`config.mk`:
```
export PLATFORM = sky130hd
export DESIGN_NAME = rtbm_backend
export DESIGN_NICKNAME = d
export VERILOG_FILES = /design/src/rtl/rtbm_pkg.sv /design/src/rtl/rtbm_backend.sv
export SDC_FILE = /design/constraint.sdc
export NUM_CORES = 1
export LEC_CHECK = 0
export ABC_CLOCK_PERIOD_IN_PS = 5600
export BUFFER_PORTS_ARGS = -buffer_cell sky130_fd_sc_hd__buf_2
export CAP_MARGIN = 10
export CORE_UTILIZATION = 41
export DETAILED_ROUTE_END_ITERATION = 10
export GPL_TIMING_DRIVEN = 0
export PLACE_DENSITY = 0.66
export SYNTH_ARGS = -nofsm -noshare
export SYNTH_HDL_FRONTEND = slang
export SYNTH_SLANG_ARGS = --single-unit
```
`constraint.sdc`:
```
create_clock -name core_clk -period 5.6 [get_ports core_clk]
set_input_delay 0.56 -clock core_clk [delete_from_list [all_inputs] [get_ports core_clk]]
set_output_delay 0.56 -clock core_clk [all_outputs]
set_load 0.02 [all_outputs]
```
`src/rtl/rtbm_pkg.sv`:
```
// constants for the terminal backend buffer mapper and memory sequencer
// assumes a single 100 MHz core clock and an attached 2K x 16 backend memory
package rtbm_pkg;
   // ======================================================
   // timing
   localparam int ClkMhz        = 100;
   localparam int AccLimitNs    = 1000;
   localparam int AccLimitCyc   = AccLimitNs * ClkMhz / 1000;
   localparam int AccOverheadCyc = 5;

   // ======================================================
   // memory layout
   localparam int MemAddrW  = 11;
   localparam int MemDataW  = 16;
   localparam logic [5:0] RxStatusPrefix = 6'h00;
   localparam logic [5:0] TxStatusPrefix = 6'h1F;
   localparam logic [4:0] LoopSubaddr    = 5'h1E;
   localparam logic [4:0] BcastAddr      = 5'h1F;

   // access type codes
   typedef enum logic [1:0] {
      RTBM_ACC_DATA = 2'h0,
      RTBM_ACC_TSW  = 2'h1,
      RTBM_ACC_CMD  = 2'h2,
      RTBM_ACC_NONE = 2'h3
   } rtbm_acc_t;

   // ======================================================
   // register map (byte addresses)
   localparam logic [3:0] RegCfgOfs    = 4'h0;
   localparam logic [3:0] RegStatusOfs = 4'h4;
   localparam logic [3:0] RegVectorOfs = 4'h8;
   // config field positions
   localparam int CfgCmdStore  = 0;
   localparam int CfgTswStore  = 1;
   localparam int CfgModeExt   = 2;
   localparam int CfgIrqBad    = 3;
   localparam int CfgAsync     = 4;
   localparam int CfgOverrun   = 5;
   localparam int CfgBcastEn   = 6;
   localparam int CfgLoop      = 7;
   localparam int CfgRtAddrLo  = 8;
   localparam logic [15:0] CfgReset    = 16'h0003;
   localparam logic [15:0] VectorReset = 16'h0000;

   // sequencer states, one-hot
   typedef enum logic [5:0] {
      RTBM_IDLE   = 6'h01,
      RTBM_REQ    = 6'h02,
      RTBM_SETUP  = 6'h04,
      RTBM_STROBE = 6'h08,
      RTBM_HOLD   = 6'h10,
      RTBM_DONE   = 6'h20
   } rtbm_state_t;
endpackage

```
`src/rtl/rtbm_backend.sv`:
```
// backend buffer mapper and memory access sequencer of a remote terminal
// assumes protocol logic issues one access at a time and a synchronous grant/wait
//
// Local design decisions: the Avalon-MM register port and the address map.
`timescale 1ns/1ps
`default_nettype none

// Contract
// - each memory access ends within 1 us of request; five cycles are overhead
// - memory is 2048 words of 16 bits, 64 buffers of 32 words
// - sub-addresses 1..30 have receive buffers low and transmit buffers high
// - transfer status words go to 000-01F receive, 3E0-3FF transmit
// - writes only to lower half; reads only upper half unless looped
// - command word written to status location at message start when enabled
// - transfer status word written only when its store enable is set
// - external mode data uses memory except last-command and self-test words
// - interrupts on bad messages only when that option is set
// - interface-select high gives asynchronous strobes, low synchronous
// - overrun test bit must stay low; it forces over-long transmit
// - broadcast enable makes address 31 broadcast, else ordinary address
// - loopback forces sub-address 30 transmit data into receive buffer
// - sub-address 30 transmit status word keeps its normal location
// - illegal state entry gives a single-cycle pulse
// - access type code 00 data, 01 status word, 10 command word
// - status and command addresses prefix sub-address with 000000 or 011111
module rtbm_backend
   import rtbm_pkg::*;
(
   input  wire logic                core_clk,
   input  wire logic                rst,
   // register bus
   input  wire logic [3:0]          avs_address,
   input  wire logic                avs_read,
   input  wire logic                avs_write,
   input  wire logic [31:0]         avs_writedata,
   input  wire logic [3:0]          avs_byteenable,
   output logic [31:0]              avs_readdata,
   output logic                     avs_waitrequest,
   // access requests from protocol logic
   input  wire logic                accValid,
   input  wire logic [1:0]          accKind,
   input  wire logic                accTx,
   input  wire logic [4:0]          accSubaddr,
   input  wire logic [4:0]          accWordIdx,
   input  wire logic                accModeData,
   input  wire logic                accModeInternal,
   input  wire logic [15:0]         accWrData,
   output logic                     accReady,
   output logic                     accDone,
   output logic [15:0]              accRdData,
   output logic                     memIfErr,
   // command and message events
   input  wire logic                cmdStrobe,
   input  wire logic [4:0]          cmdRtAddr,
   output logic                     cmdForUs,
   output logic                     cmdBroadcast,
   input  wire logic                msgEnd,
   input  wire logic                msgError,
   output logic                     msgIrq,
   output logic                     test_overrun_tx,
   output logic                     illegal_state_pulse,
   // backend memory
   output logic                     mem_request_n,
   input  wire logic                memGrant_n,
   output logic                     memWr_n,
   output logic                     memRd_n,
   output logic                     memCs_n,
   input  wire logic                memWait_n,
   output logic [1:0]               access_type_code,
   output logic [MemAddrW-1:0]      memAddr,
   output logic [MemDataW-1:0]      memDout,
   input  wire logic [MemDataW-1:0] memDin,
   output logic                     memCen,
   output logic                     memDen,
   output logic                     buffer_half_sel
);

   // ======================================================
   // helpers
   function automatic logic [15:0] mergeBytes(input logic [15:0] old,
                                              input logic [31:0] wd,
                                              input logic [3:0]  be);
      mergeBytes = {be[1] ? wd[15:8] : old[15:8], be[0] ? wd[7:0] : old[7:0]};
   endfunction

   function automatic logic [MemAddrW-1:0] mapAddr(input logic [1:0] kind,
                                                   input logic       tx,
                                                   input logic [4:0] sa,
                                                   input logic [4:0] idx,
                                                   input logic       loop);
      if (kind == RTBM_ACC_DATA)
         mapAddr = {tx & ~(loop && sa == LoopSubaddr), sa, idx};
      else
         mapAddr = {tx ? TxStatusPrefix : RxStatusPrefix, sa};
   endfunction

   logic [MemAddrW-1:0] mappedAddr;
   assign mappedAddr = mapAddr(accKind, accTx, accSubaddr, accWordIdx, loopEn);

   localparam int AccTimerW = $clog2(AccLimitCyc + 1);
   localparam int AccLimitI = AccLimitCyc;

   // ======================================================
   // register file
   logic [15:0]    cfg_reg;
   logic [15:0]    vector_reg;
   logic [7:0]     illegalCnt_reg;
   logic [7:0]     memErrCnt_reg;
   rtbm_state_t    state_reg;
   logic           busReq;

   assign busReq = avs_read | avs_write;

   always_ff @(posedge core_clk or posedge rst)
   begin
      if (rst)
      begin
         avs_waitrequest <= 1'b1;
         avs_readdata    <= 32'h0000_0000;
      end
      else
      begin
         avs_waitrequest <= ~(busReq & avs_waitrequest);
         if (avs_read && avs_waitrequest)
         begin
            case (avs_address)
               RegCfgOfs:    avs_readdata <= {16'h0000, cfg_reg};
               RegStatusOfs: avs_readdata <= {8'h00, illegalCnt_reg, memErrCnt_reg,
                                              2'h0, state_reg};
               RegVectorOfs: avs_readdata <= {16'h0000, vector_reg};
               default:      avs_readdata <= 32'h0000_0000;
            endcase
         end
      end
   end

   // configuration is meant to stay fixed once set
   always_ff @(posedge core_clk or posedge rst)
   begin
      if (rst)
      begin
         cfg_reg    <= CfgReset;
         vector_reg <= VectorReset;
      end
      else if (avs_write && !avs_waitrequest)
      begin
         if (avs_address == RegCfgOfs)
            cfg_reg <= mergeBytes(cfg_reg, avs_writedata, avs_byteenable) & 16'h1FFF;
         if (avs_address == RegVectorOfs)
            vector_reg <= mergeBytes(vector_reg, avs_writedata, avs_byteenable);
      end
   end

   logic       cmdStoreEn, tswStoreEn, modeExtEn, irqBadEn, asyncEn, broadcast_handling_en, loopEn;
   logic [4:0] termAddr;
   assign cmdStoreEn = cfg_reg[CfgCmdStore];
   assign tswStoreEn = cfg_reg[CfgTswStore];
   assign modeExtEn  = cfg_reg[CfgModeExt];
   assign irqBadEn   = cfg_reg[CfgIrqBad];
   assign asyncEn    = cfg_reg[CfgAsync];
   assign broadcast_handling_en    = cfg_reg[CfgBcastEn];
   assign loopEn     = cfg_reg[CfgLoop];
   assign termAddr   = cfg_reg[CfgRtAddrLo +: 5];

   // ======================================================
   // command decode and message interrupt
   always_ff @(posedge core_clk or posedge rst)
   begin
      if (rst)
      begin
         cmdForUs        <= 1'b0;
         cmdBroadcast    <= 1'b0;
         msgIrq          <= 1'b0;
         test_overrun_tx <= 1'b0;
      end
      else
      begin
         cmdBroadcast    <= cmdStrobe && broadcast_handling_en && cmdRtAddr == BcastAddr;
         cmdForUs        <= cmdStrobe && ((broadcast_handling_en && cmdRtAddr == BcastAddr)
                                          || cmdRtAddr == termAddr);
         msgIrq          <= msgEnd && (!msgError || irqBadEn);
         test_overrun_tx <= cfg_reg[CfgOverrun];
      end
   end

   // ======================================================
   // memory access sequencer
   logic                  accWrite_reg;
   logic [AccTimerW-1:0]  timer_reg;
   logic                  suppress;
   logic                  accIsWrite;

   // mode data kept off memory returns the vector word instead
   always_comb
   begin
      suppress = 1'b0;
      if (accKind == RTBM_ACC_TSW && !tswStoreEn)
         suppress = 1'b1;
      if (accKind == RTBM_ACC_CMD && !cmdStoreEn)
         suppress = 1'b1;
      if (accKind == RTBM_ACC_NONE)
         suppress = 1'b1;
      if (accModeData && (!modeExtEn || accModeInternal))
         suppress = 1'b1;
   end
   assign accIsWrite = !(accKind == RTBM_ACC_DATA && accTx);

   always_ff @(posedge core_clk or posedge rst)
   begin
      if (rst)
      begin
         state_reg           <= RTBM_IDLE;
         accWrite_reg        <= 1'b0;
         timer_reg           <= '0;
         accReady            <= 1'b1;
         accDone             <= 1'b0;
         accRdData           <= 16'h0000;
         memIfErr            <= 1'b0;
         illegal_state_pulse <= 1'b0;
         mem_request_n       <= 1'b1;
         memWr_n             <= 1'b1;
         memRd_n             <= 1'b1;
         memCs_n             <= 1'b1;
         memCen              <= 1'b0;
         memDen              <= 1'b0;
         access_type_code    <= RTBM_ACC_DATA;
         memAddr             <= '0;
         memDout             <= 16'h0000;
         buffer_half_sel     <= 1'b0;
      end
      else
      begin
         accDone             <= 1'b0;
         memIfErr            <= 1'b0;
         illegal_state_pulse <= 1'b0;
         timer_reg           <= (state_reg == RTBM_IDLE) ? '0 : timer_reg + 1'b1;
         if ((state_reg == RTBM_REQ || state_reg == RTBM_SETUP || state_reg == RTBM_STROBE)
             && timer_reg >= AccTimerW'(AccLimitCyc - 2))
         begin
            // give up before the access window closes
            mem_request_n <= 1'b1;
            memWr_n       <= 1'b1;
            memRd_n       <= 1'b1;
            memCs_n       <= 1'b1;
            memCen        <= 1'b0;
            memDen        <= 1'b0;
            memIfErr      <= 1'b1;
            state_reg     <= RTBM_DONE;
         end
         else
         begin
            case (state_reg)
               RTBM_IDLE:
               begin
                  if (accValid)
                  begin
                     accReady         <= 1'b0;
                     accWrite_reg     <= accIsWrite;
                     access_type_code <= accKind;
                     memAddr          <= mappedAddr;
                     buffer_half_sel  <= mappedAddr[10];
                     memDout          <= accWrData;
                     accRdData        <= vector_reg;
                     if (suppress)
                        state_reg <= RTBM_DONE;
                     else
                     begin
                        mem_request_n <= 1'b0;
                        state_reg     <= RTBM_REQ;
                     end
                  end
               end
               RTBM_REQ:
               begin
                  if (!memGrant_n)
                  begin
                     memCs_n   <= 1'b0;
                     memCen    <= 1'b1;
                     memDen    <= accWrite_reg;
                     state_reg <= RTBM_SETUP;
                  end
               end
               RTBM_SETUP:
               begin
                  memWr_n   <= !accWrite_reg;
                  memRd_n   <= accWrite_reg;
                  state_reg <= RTBM_STROBE;
               end
               RTBM_STROBE:
               begin
                  if (!asyncEn || memWait_n)
                  begin
                     memWr_n <= 1'b1;
                     memRd_n <= 1'b1;
                     if (asyncEn && !accWrite_reg)
                        accRdData <= memDin;
                     state_reg <= RTBM_HOLD;
                  end
               end
               RTBM_HOLD:
               begin
                  if (!asyncEn && !accWrite_reg)
                     accRdData <= memDin;
                  mem_request_n <= 1'b1;
                  memCs_n       <= 1'b1;
                  memCen        <= 1'b0;
                  memDen        <= 1'b0;
                  state_reg     <= RTBM_DONE;
               end
               RTBM_DONE:
               begin
                  accDone   <= 1'b1;
                  accReady  <= 1'b1;
                  state_reg <= RTBM_IDLE;
               end
               default:
               begin
                  illegal_state_pulse <= 1'b1;
                  mem_request_n       <= 1'b1;
                  memWr_n             <= 1'b1;
                  memRd_n             <= 1'b1;
                  memCs_n             <= 1'b1;
                  memCen              <= 1'b0;
                  memDen              <= 1'b0;
                  accReady            <= 1'b1;
                  state_reg           <= RTBM_IDLE;
               end
            endcase
         end
      end
   end

   always_ff @(posedge core_clk or posedge rst)
   begin
      if (rst)
      begin
         illegalCnt_reg <= 8'h00;
         memErrCnt_reg  <= 8'h00;
      end
      else
      begin
         if (illegal_state_pulse && illegalCnt_reg != 8'hFF)
            illegalCnt_reg <= illegalCnt_reg + 8'h01;
         if (memIfErr && memErrCnt_reg != 8'hFF)
            memErrCnt_reg <= memErrCnt_reg + 8'h01;
      end
   end

   // ======================================================
   // checks
   illegal_one_cycle_a: assert property (@(posedge core_clk) disable iff (rst)
      illegal_state_pulse |=> !illegal_state_pulse)
      else $error("illegal state pulse longer than one cycle");
   req_within_limit_a: assert property (@(posedge core_clk) disable iff (rst)
      $fell(mem_request_n) |-> ##[1:AccLimitI] mem_request_n)
      else $error("memory request held past access limit");
   write_lower_half_a: assert property (@(posedge core_clk) disable iff (rst)
      !memWr_n |-> !memAddr[10] && !memCs_n)
      else $error("write outside lower half");
   read_upper_half_a: assert property (@(posedge core_clk) disable iff (rst)
      !memRd_n && !loopEn |-> memAddr[10] && access_type_code == RTBM_ACC_DATA)
      else $error("read outside transmit half");
   status_addr_a: assert property (@(posedge core_clk) disable iff (rst)
      !memCs_n && access_type_code != RTBM_ACC_DATA
      |-> memAddr[10:5] == RxStatusPrefix || memAddr[10:5] == TxStatusPrefix)
      else $error("status or command word at wrong address");
   tsw_suppress_a: assert property (@(posedge core_clk) disable iff (rst)
      state_reg == RTBM_IDLE && accValid && accKind == RTBM_ACC_TSW && !tswStoreEn
      |=> state_reg == RTBM_DONE ##1 accDone && mem_request_n)
      else $error("suppressed status word reached memory");
   cmd_suppress_a: assert property (@(posedge core_clk) disable iff (rst)
      state_reg == RTBM_IDLE && accValid && accKind == RTBM_ACC_CMD && !cmdStoreEn
      |=> mem_request_n [*2])
      else $error("suppressed command word reached memory");
   irq_filter_a: assert property (@(posedge core_clk) disable iff (rst)
      msgEnd |=> msgIrq == (!$past(msgError) || irqBadEn))
      else $error("message interrupt qualification wrong");
   bcast_decode_a: assert property (@(posedge core_clk) disable iff (rst)
      cmdStrobe && cmdRtAddr == BcastAddr |=> cmdBroadcast == broadcast_handling_en)
      else $error("broadcast decode wrong");
   sync_strobe_a: assert property (@(posedge core_clk) disable iff (rst)
      $fell(memRd_n) && !asyncEn |=> memRd_n)
      else $error("synchronous strobe longer than one cycle");
   loop_map_a: assert property (@(posedge core_clk) disable iff (rst)
      state_reg == RTBM_IDLE && accValid && loopEn && accTx && accSubaddr == LoopSubaddr
      |=> memAddr[10] == (accKind != RTBM_ACC_DATA ? 1'b0 : 1'b0)
          && memAddr[9:5] == (access_type_code == RTBM_ACC_DATA ? LoopSubaddr
                                                                 : 5'h1F))
      else $error("loopback mapping wrong");

endmodule
`default_nettype wire

```
==> metrics list, run 1 <==
- Result of the run: completed
- Post-cts repair resize count: 0
* Yosys warns: 0
* Clock tree buffer depth: 2
- Cell area reported after detailed placement: 0.007523 sq mm
* Starting density of the core: 42.02%
* Pre-antenna DRT Iters: 4
- Of all nets on the critical path, the largest fanout is 10.
- The tool flagged a number of max-cap violations equal to 0.
- Register ranked first by flip-flop count: avs_readdata
* Data arrival, critical path: 3.23 ns
- Main flop type after synthesis: sky130_fd_sc_hd__dfrtp_1
- Floorplan Core Area: 0.01520 sq mm
- Most frequent standard cell in the layout excluding fill and tap cells: sky130_fd_sc_hd__buf_2
- The worst setup path is captured at a register.
- Maximum level of the CTS H-tree: 4
- The final hold violation count was 0.
* Area of the mapped netlist: 0.006389 sq mm
- DRT iter0 DRCs: 226
- Startpoint-to-endpoint class of the critical path: reg -> reg
- PnR Total Power: 3.635 mW
- Number of setup violations in the final report: 0
- In the final design database the tool counted 854 nets.
* Clock tree from TritonCTS: built
- Clock root buffer: sky130_fd_sc_hd__clkbuf_16
- Row cnt: 45
* Total half-perimeter wirelength after legalization and detailed placement: 11730 um
- VDD IR-drop max: 0.3070 mV
- DRC violation count after routing: 0
- Pin count of the biggest net entering global routing: 76
- Die outline height: 126.8 um
- The number of slew-limit violations in the final report was 0.
- Floorplan die area: 0.01608 sq mm
- For this block, the via count after detailed routing is 4914.
- The library cells used most frequently in the layout, excluding fill and tap cells, are sky130_fd_sc_hd__buf_2 (173), sky130_fd_sc_hd__dfrtp_1 (134), sky130_fd_sc_hd__mux2_2 (78).
- The share of the Yosys chip area taken by registers is 56.19%.
- The clock arrives with 0.008779 ns of skew.
- P&R area growth vs syn: 26.75%
- Cell taking the most area after synthesis: sky130_fd_sc_hd__dfrtp_1
- CTS saw 143 sinks.
- The critical path starts at state_reg[0]$_DFFE_PP1P_.
* Via density per instance: 5.167
- For the worst-skew pair, the clock arrives at the later sink with an insertion delay of 0.42 ns.
- Antenna-violating nets left: 0
* Data required time of the worst path: 5.91 ns
* Top-area cell type share of the netlist area: 52.49%
- The number of global-route vias before repair is 5015.
- Once layout is done, the placed cells without fillers occupy 0.008098 sq mm.
- Of the cells placed in the final design, the portion with a size suffix greater than 1 is 41.13%.
- Setup repair after global routing left no endpoint under its margin.
- Wires add up to 15510 um.
- Ports: 195
* Total congestion overflow after global routing: 0
- The tightest min-delay check is of the in -> async type.
- Crit path time final: 2.920 ns
- In this run, synthesis inferred 0 flip-flops with an integrated enable.
- Number of antenna violations at the first check in global routing: 1
* Share of async-settable or async-resettable flops after synthesis: 100.0%
* Sort of element at the start of the critical path: register
* Quantity of I/O buffers inserted on ports: 168
- The first global-routing pass estimated 25340 um of wire.
- After clock tree synthesis, the clock-pin slew on the worst setup and hold paths is 0.06 ns.
- Final worst path period share: 52.15%
- In this run the power density over the cells is 448.9 mW/mm^2.
- In the final routed layout, each cell accounts on average for 16.31 um.
- Minimum hold slack: 0.2201 ns
* Static leakage: 4.048 nW
* Area contributors post-synth: sky130_fd_sc_hd__dfrtp_1 (52%), sky130_fd_sc_hd__mux2_2 (14%), sky130_fd_sc_hd__o21ai_0 (3.8%), sky130_fd_sc_hd__dfstp_2 (3.7%), sky130_fd_sc_hd__nand2_1 (3.5%)
- Headroom to the max-slew limit came out at 42.55%.
- Counting distinct cell types in the post-synthesis netlist gives 57.
* Max FFs per register: 24
* Total clock buffers created by CTS: 17
- For the pin with the worst max-slew slack, the measured transition is 0.8552 ns.
- After technology mapping, the gate count stands at 553.
* Flip-flop and latch count after synthesis: 143
- In the global route stage, overall resource usage came out at 20.66%.
* Mean area per synthesized cell: 11.55 sq um
- Final weighted congestion in routability-driven placement: 0.8537
- The number of setup buffers added after CTS is 0.
* Fmax: 342.4 MHz
- Horizontal die dimension: 126.8 um
- The worst register-to-register path begins at state_reg[0]$_DFFE_PP1P_.
- The number of hold buffers added after CTS was 0.
## kinds of logic after synthesis
| logic type | after synthesis | share of synthesized area (%) |
|---|---|---|
| muxes | 84 | 14.69 |
| other | 1 | 0.05870 |
| adders and majority gates | 4 | 0.7834 |
| DFF | 143 | 56.19 |
| buffers and inverters | 43 | 3.310 |
| and+or+nand+nor | 150 | 11.36 |
| AOI/OAI and AO/OA | 102 | 10.05 |
| xor gates and xnor gates | 26 | 3.564 |
## worst max-delay path, cell delays in order, from the launching register on
cell and delay [ns]:
sky130_fd_sc_hd__dfstp_2 0.51, sky130_fd_sc_hd__clkbuf_1 0.31, sky130_fd_sc_hd__nor2_1 0.11, sky130_fd_sc_hd__and4b_1 0.25
sky130_fd_sc_hd__a31oi_2 0.59, sky130_fd_sc_hd__buf_2 0.38, sky130_fd_sc_hd__mux2_2 0.38, sky130_fd_sc_hd__mux2_2 0.26
## through the flow
step	utilization [%]	TNS (ns)	instances	setup slack [ns]
after global placement	49.28	-31.74	916	-0.2475
after global routing	53.23	0	949	2.504
final	53.27	0	951	2.680
after floorplan	-	0	560	1.217
after detailed placement	49.49	0	917	2.660
after CTS	53.23	0	949	2.644
## metal layers
| metal | track usage, % | wire length [um] |
|---|---|---|
| met5 | 0 | 0 |
| met4 | 8.333 | 371 |
| met3 | 6.833 | 1032 |
| met2 | 32.35 | 7165 |
| met1 | 26.45 | 6942 |
## power breakdown
part | leakage (nW) | total (mW) | internal, mW | switching [mW]
logic | 1.92 | 1.07 | 0.445 | 0.623
clock network | 0.271 | 1.09 | 0.666 | 0.420
registers | 1.86 | 1.48 | 1.30 | 0.182
## cell type report
| type | instances | area [sq um] |
|---|---|---|
| inverter | 9 | 41.29 |
| timing repair buffer | 169 | 868.3 |
| buffer | 34 | 175.2 |
| sequential | 143 | 3590 |
| clock buffer | 22 | 454.2 |
| multi-input combinational | 374 | 2614 |
| clock inverter | 10 | 115.1 |
| antenna | 2 | 5.005 |
| tap | 188 | 235.2 |
| fill | 1356 | 7104 |
## worst paths after layout
check                                             to  slack (ns)  cells past startpoint
setup / recovery           accRdData[10]$_DFFE_PP0P_        2.68                      7
hold / removal                memDout[6]$_DFFE_PP0P_        0.22                      2
setup reg to reg           accRdData[10]$_DFFE_PP0P_        2.68                      7
hold reg to reg            test_overrun_tx$_DFF_PP0_        0.42                      0
max in group asynchronous  avs_waitrequest$_DFF_PP1_        4.58                      3
min in group core_clk      avs_waitrequest$_DFF_PP1_        0.32                      2
## Yosys cell counts (all sizes together) (2+ instances only)
library cell and number:
and3 7, nor2b 3, nand2 61, or4 2, a22oi 5, ha 4, nand3 17, xnor2 8
a22o 11, buf 17, mux2i 6, o21ai 49, and4b 2, inv 9, o311ai 2, a31oi 2
or2 3, dfrtp 134, mux2 78, nand4b 2, nor3b 2, a21oi 20, clkbuf 17, dfstp 9
xor2 18, nor2 26, nor3 10, nand2b 3, nand4 8
Note: power is estimated with default switching activity, not from simulation.
==> inputs of run 2 (changes only) <==
--- a/config.mk
+++ b/config.mk
@@ -5,7 +5,7 @@
 export SDC_FILE = /design/constraint.sdc
 export NUM_CORES = 1
 export LEC_CHECK = 0
-export ABC_CLOCK_PERIOD_IN_PS = 5600
+export ABC_CLOCK_PERIOD_IN_PS = 3000
 export BUFFER_PORTS_ARGS = -buffer_cell sky130_fd_sc_hd__buf_2
 export CAP_MARGIN = 10
 export CORE_UTILIZATION = 41
==> constraint.sdc (replaced) <==
create_clock -name core_clk -period 3 [get_ports core_clk]
set_input_delay 0.3 -clock core_clk [delete_from_list [all_inputs] [get_ports core_clk]]
set_output_delay 0.3 -clock core_clk [all_outputs]
set_load 0.02 [all_outputs]
==> metrics list, run 2 (synthesis gave the netlist of run 1 again) <==
* Floorplan Core Area: 0.01520 sq mm
- Global routing consumed, over all layers together, 20.67% of the routing resources.
- DRC violation count after routing: 0
- Clock tree synthesis selected as its root buffer the cell sky130_fd_sc_hd__clkbuf_16.
- In this run the vertical extent of the chip is 126.8 um.
- The initial antenna violation count was 1.
- Final Hold Fails: 1
- Clock Power Share: 30.4%
* Sort of element at the start of the critical path: register
- Final routed wire length divided by cell count: 16.53 um
* DR vias: 4949
* Ports: 195
- P&R area growth vs syn: 27.63%
* Hold Crit Class: in -> async
- Data arrival, critical path: 3.10 ns
- Max-cap violations in this run came to 0.
- Once layout is complete, the cells apart from fillers number 951.
- The number of clock buffers added by TritonCTS is 17.
* Fillers: 1351
- Sort of element at the end of the critical path: register
* Floorplan die area: 0.01608 sq mm
- Worst clock skew: 0.008101 ns
* Sequential cell area in the final layout: 0.003590 sq mm
- Detailed routing placed a total of 1069 um of wire on met3.
- The H-tree was split into 4 levels.
* DRT iter0 DRCs: 223
* Int Power: 4.530 mW
- The worst-case IR drop observed on VDD is 0.4859 mV.
- At the pin with the least slew margin, the transition time is 0.8428 ns.
* Combined area of the multi-input logic cells: 0.002623 sq mm
- Number of setup violations in the final report: 0
- Combinational power share: 29.2%
- Total half-perimeter wirelength after legalization and detailed placement: 11930 um
* Fraction of layout cells with a size suffix above 1: 41.68%
- After global routing the overflow that remains totals 0.
- Failing checks: negative hold slack
- In the layout the commonest cells are sky130_fd_sc_hd__buf_2 (173), sky130_fd_sc_hd__dfrtp_1 (134), sky130_fd_sc_hd__mux2_2 (78).
- Pin count of the biggest net entering global routing: 44
- Once the clock tree was built, the setup fixing pass inserted 0 buffers.
- STA puts the critical path data required time at 3.30 ns.
- Timing analysis after detailed placement gives a worst setup slack of -0.02735 ns.
- The first global-routing pass estimated 25780 um of wire.
- Ranked by flip-flop count, first place goes to avs_readdata.
* Post-CTS clock slew at the launch and capture registers of the worst setup and hold paths: 0.06 ns
- The number of antenna diodes in the final layout is 0.
- The worst pin sits at a relative slew slack of 43.38%.
* Final worst path period share: 93.38%
- At the end of routability-driven placement, the weighted congestion stood at 0.8470.
- Timing would allow up to 357.0 MHz.
- Minimum hold slack: -0.00007766 ns
- The clock reaches the later pin of the worst-skew pair after 0.42 ns.
- The worst setup path is of the reg -> reg kind.
* Post-Route M1 WL: 6983 um
* Net Switching: 2.308 mW
- Clock tree from TritonCTS: built
- Row cnt: 45
* Max FFs per register: 24
- Antenna-violating nets left: 0
- The number of global-route vias before repair is 5144.
- Of the total power, registers draw 40.3%.
- The highest layer touched by signal routing is met4.
- Pre-antenna DRT Iters: 4
- Result of the run: complete, but fails checks
- Once placement completed, the tool counted placed cells totaling 919.
* Final worst-path setup slack: 0.1986 ns
- Of all nets on the critical path, the largest fanout is 10.
- Crit path time final: 2.801 ns
- After detailed routing, the total wire length is 15720 um.
* Horizontal die dimension: 126.8 um
* PnR Total Power: 6.838 mW
- Of the total power, the share spent switching nets is 33.76%.
- In this run the deepest clock path goes through 2 buffers.
- The number of slew-limit violations in the final report was 0.
- For this configuration, the core starts out at a cell density of 42.02%.
* Quantity of I/O buffers inserted on ports: 168
- CTS saw 143 sinks.
* Number of nets in the finished design: 856
- Summed over all cells, the static leakage comes to 4.077 nW.
- Leaving out fill and tap cells, the most frequent cell in the layout is sky130_fd_sc_hd__buf_2.
- Setup repair after global routing missed its margin: no
- Using the TritonRoute via totals, the vias-per-cell ratio works out to 5.204.
- Power density cells: 838.6 mW/mm^2
- Summed over all nets, wire length on met2 after detailed routing comes to 7372 um.
-- run 2: cell count changes in the layout (fill, tap and decap cells not counted), sizes merged --
cell / previous run / this run
diode: 2 / 0
clkinv: 4 / 6
clkbuf: 39 / 37
buf: 186 / 188
-- run 2: area by class of cell --
class,instances,share of cell area [%]
Sequential cell,143,44.02
Multi-Input combinational cell,374,32.16
Timing Repair Buffer,171,11.05
Clock buffer,20,5.601
Tap cell,188,2.885
Buffer,34,2.148
Clock inverter,12,1.642
Inverter,9,0.4910
-- run 2: power by group through the flow --
stage	registers [mW]	logic (mW)	clock network, mW
after CTS	2.76	2.02	2.12
after floorplan	3.14	0.950	0
final	2.76	2.00	2.08
after global routing	2.83	2.17	2.19
after global placement	2.76	1.95	0
after detailed placement	2.78	2.01	0
-- run 2: critical path, stage by stage, from the launching register on --
cell                       delay, ns
sky130_fd_sc_hd__dfstp_2        0.52
sky130_fd_sc_hd__clkbuf_1       0.32
sky130_fd_sc_hd__nor2_1         0.11
sky130_fd_sc_hd__and4b_1        0.28
sky130_fd_sc_hd__a31oi_4        0.45
sky130_fd_sc_hd__buf_2          0.36
sky130_fd_sc_hd__mux2_2         0.38
sky130_fd_sc_hd__mux2_2         0.27
-- run 2: what timing repair did --
item | CTS | global route
gates resized for setup | 1 | 0
endpoints found under the setup margin | 8 | 0
hold buffers | 0 | 0
-- run 2: final timing paths --
path,start,end,slack [ns],depth (start not counted)
worst min-delay path,rst,illegal_state_pulse$_DFF_PP0_,-0.00008,2
worst max-delay path,state_reg[0]$_DFFE_PP1P_,accRdData[11]$_DFFE_PP0P_,0.20,7
worst min register to register,cfg_reg[5]$_DFFE_PP0P_,test_overrun_tx$_DFF_PP0_,0.41,0
worst max register to register,state_reg[0]$_DFFE_PP1P_,accRdData[11]$_DFFE_PP0P_,0.20,7
max in group asynchronous,rst,avs_waitrequest$_DFF_PP1_,2.08,4
min in group core_clk,avs_read,avs_waitrequest$_DFF_PP1_,0.05,2
-- run 2: per-layer routing --
metal,vias to the layer above,GRT usage (%)
li1,2324,-
met1,2418,26.70
met2,183,32.90
met3,24,5.947
met4,0,7.983
met5,-,0
-- run 2: per-stage QoR --
stage,TNS [ns],cell area [sq um],utilization [%]
floorplan,0,6419,-
global placement,0,7495,49.30
detailed placement,-0.09944,7555,49.70
CTS,0,8154,53.64
global route,0,8154,53.64
finish,0,8154,53.64
==> inputs of run 3 (changes only) <==
--- a/config.mk
+++ b/config.mk
@@ -7,7 +7,8 @@
 export LEC_CHECK = 0
 export ABC_CLOCK_PERIOD_IN_PS = 3000
 export BUFFER_PORTS_ARGS = -buffer_cell sky130_fd_sc_hd__buf_2
-export CAP_MARGIN = 10
+export CAP_MARGIN = 25
+export CORE_MARGIN = 4
 export CORE_UTILIZATION = 41
 export DETAILED_ROUTE_END_ITERATION = 10
 export GPL_TIMING_DRIVEN = 0
==> metrics list, run 3 (synthesis gave the netlist of run 1 again) <==
- Result of the run: complete, but fails checks
- The final reports fail on negative hold slack.
* Floorplan Core Area: 0.01526 sq mm
* Power density cells: 855.3 mW/mm^2
* Final weighted congestion in routability-driven placement: 0.8834
- In this run, the number of DRC markers left after iteration 0 of detailed routing was 160.
- DRC violation count after routing: 0
- The worst path in the final design needs a cycle of 2.787 ns, including I/O delays and setup.
* Ports: 195
* Via count of the first global-routing pass: 5289
- Final total negative setup slack: 0 ns
* Die outline height: 132.8 um
* Worst clock skew: 0.01251 ns
- The filler cells instantiated in the layout total 1319.
- Quantity of I/O buffers inserted on ports: 168
* CTS Hold Buffers Added: 0
- The clock passes through at most 2 buffers.
- Pin count of the biggest net entering global routing: 40
- Fmax: 358.8 MHz
- Dividing the detail-routed via count by the number of cells gives 5.104.
- Pre-antenna DRT Iters: 5
- Setup violations remaining at the end of the flow were counted as 0.
- Prior to clock tree synthesis, the placed netlist has a worst setup slack of -0.03405 ns.
- TritonCTS built the clock tree.
- P&R area growth vs syn: 28.81%
- The die is 132.8 um wide.
* Max Cap Violations: 0
- The tightest hold path in the finished design has a slack of -0.008287 ns.
- The final hold violation count is 19.
- For the pin with the worst max-slew slack, the measured transition is 0.8771 ns.
- Antenna-violating nets left: 0
- Floorplan die area: 0.01764 sq mm
- Ranked by flip-flop count, first place goes to avs_readdata.
* Number of slew-limit violations in the final report: 0
- Clock-pin slew was measured on the worst setup and hold paths at 0.06 ns.
* Latest clock arrival within the worst-skew pair: 0.42 ns
* Startpoint-to-endpoint class of the critical path: reg -> reg
- PnR Total Power: 7.039 mW
* Number of sinks on the clock net: 143
- In this run, CTS created clock tree buffers numbering 17.
* Setup Buffers After CTS: 0
- The number of cells on the worst reg-to-reg path is 7.
* Final worst-path setup slack: 0.2130 ns
- Number of nets in the finished design: 856
- In this run the tightest slew margin relative to its limit is 41.08%.
- Summing over every cut layer, the via total after detailed routing is 4971.
- In this run the static leakage power is 4.099 nW.
- Summed over all layers, the routed wires come to 16240 um.
- Leaving out fill and tap cells, the most frequent cell in the layout is sky130_fd_sc_hd__buf_2.
- The finished layout holds 974 standard cells, fillers aside.
* Number of antenna violations at the first check in global routing: 1
* Data arrival, critical path: 3.09 ns
- Sort of element at the start of the critical path: register
- Maximum level of the CTS H-tree: 4
- Worst reg2reg endpoint: accRdData[10]$_DFFE_PP0P_
- First-pass GRT wire length: 26650 um
- The floorplan has 45 rows.
* Final worst path period share: 92.90%
- Launching point of the worst reg2reg path: state_reg[0]$_DFFE_PP1P_
- Once detailed placement completed, the half-perimeter wirelength came to 12410 um.
- Placed cell count: 942
* # diodes: 0
- Summed over all layers, the global routing overflow is 0.
- Data on the critical path is required at its endpoint by 3.30 ns.
- Reg2reg setup slack: 0.21 ns
- Worst-path maximum fanout: 10
* VDD IR-drop max: 0.4694 mV
* Max FFs per register: 24
* Hold Crit Class: in -> async
- The initial utilization of the core area, before any placement, comes to 41.87%.
- Clock root buffer: sky130_fd_sc_hd__clkbuf_16
- Sort of element at the end of the critical path: register
- Setup repair after global routing missed its margin: no
* Final routed wire length divided by cell count: 16.67 um
- Cells with a size suffix above 1 make up 41.55% of the layout.
- Combined global-route utilization of all metal layers: 18.98%
* Commonest non-fill, non-tap cells in the layout: sky130_fd_sc_hd__buf_2 (173), sky130_fd_sc_hd__dfrtp_1 (134), sky130_fd_sc_hd__mux2_2 (78)
-- run 3: how the worst max path moves through the flow --
| stage | startpoint | end | slack [ns] | cells past startpoint |
|---|---|---|---|---|
| finish | state_reg[0]$_DFFE_PP1P_ | accRdData[10]$_DFFE_PP0P_ | 0.21 | 7 |
| global route | state_reg[0]$_DFFE_PP1P_ | accRdData[10]$_DFFE_PP0P_ | 0.12 | 7 |
| CTS | state_reg[0]$_DFFE_PP1P_ | accRdData[11]$_DFFE_PP0P_ | 0.20 | 7 |
| detailed placement | state_reg[0]$_DFFE_PP1P_ | accRdData[11]$_DFFE_PP0P_ | -0.03 | 7 |
| global placement | state_reg[0]$_DFFE_PP1P_ | accRdData[10]$_DFFE_PP0P_ | 0.04 | 7 |
| floorplan | state_reg[0]$_DFFE_PP1P_ | accRdData[10]$_DFFE_PP0P_ | 0.52 | 7 |
-- run 3: area by class of cell --
cell class	count	area, sq um	area share (%)
clock buffers	21	460.4	5.595
clock inverters	11	176.4	2.144
plain buffers	34	175.2	2.129
repair buffers	171	900.9	10.95
well taps	211	264.0	3.208
multi-input cells	374	2623	31.87
inverters	9	40.04	0.4865
flip-flops and latches	143	3590	43.62
-- run 3: per-layer routing --
metal  vias up  part of all wire [%]  track usage, %
li1       2344                     -               -
met1      2402                    42           24.07
met2       191                    47           29.94
met3        32                   8.6           6.464
met4         2                   2.4           7.564
met5         -                 0.080               0
-- run 3: metrics by stage --
stage	instance area, sq um	hold slack, ns	util [%]
CTS	8229	0.0008923	53.93
finish	8229	-0.008287	53.93
global placement	7523	0.3861	49.31
detailed placement	7584	0.4056	49.70
floorplan	6419	0.3630	-
global route	8229	0.04287	53.93
-- run 3: what timing repair did --
action | in CTS | in global routing
endpoints found under the setup margin | 8 | 0
endpoints found under the hold margin | 0 | 0
resized for setup | 1 | 0
-- run 3: power breakdown --
group	switching [mW]	internal, mW
combinational	1.17	0.834
sequential	0.335	2.42
clock	0.825	1.45
-- run 3: worst max-delay path, stage by stage (launching register included) --
cell,delay (ns)
sky130_fd_sc_hd__dfstp_2,0.52
sky130_fd_sc_hd__clkbuf_1,0.32
sky130_fd_sc_hd__nor2_1,0.12
sky130_fd_sc_hd__and4b_1,0.28
sky130_fd_sc_hd__a31oi_4,0.43
sky130_fd_sc_hd__buf_2,0.36
sky130_fd_sc_hd__mux2_2,0.38
sky130_fd_sc_hd__mux2_2,0.27
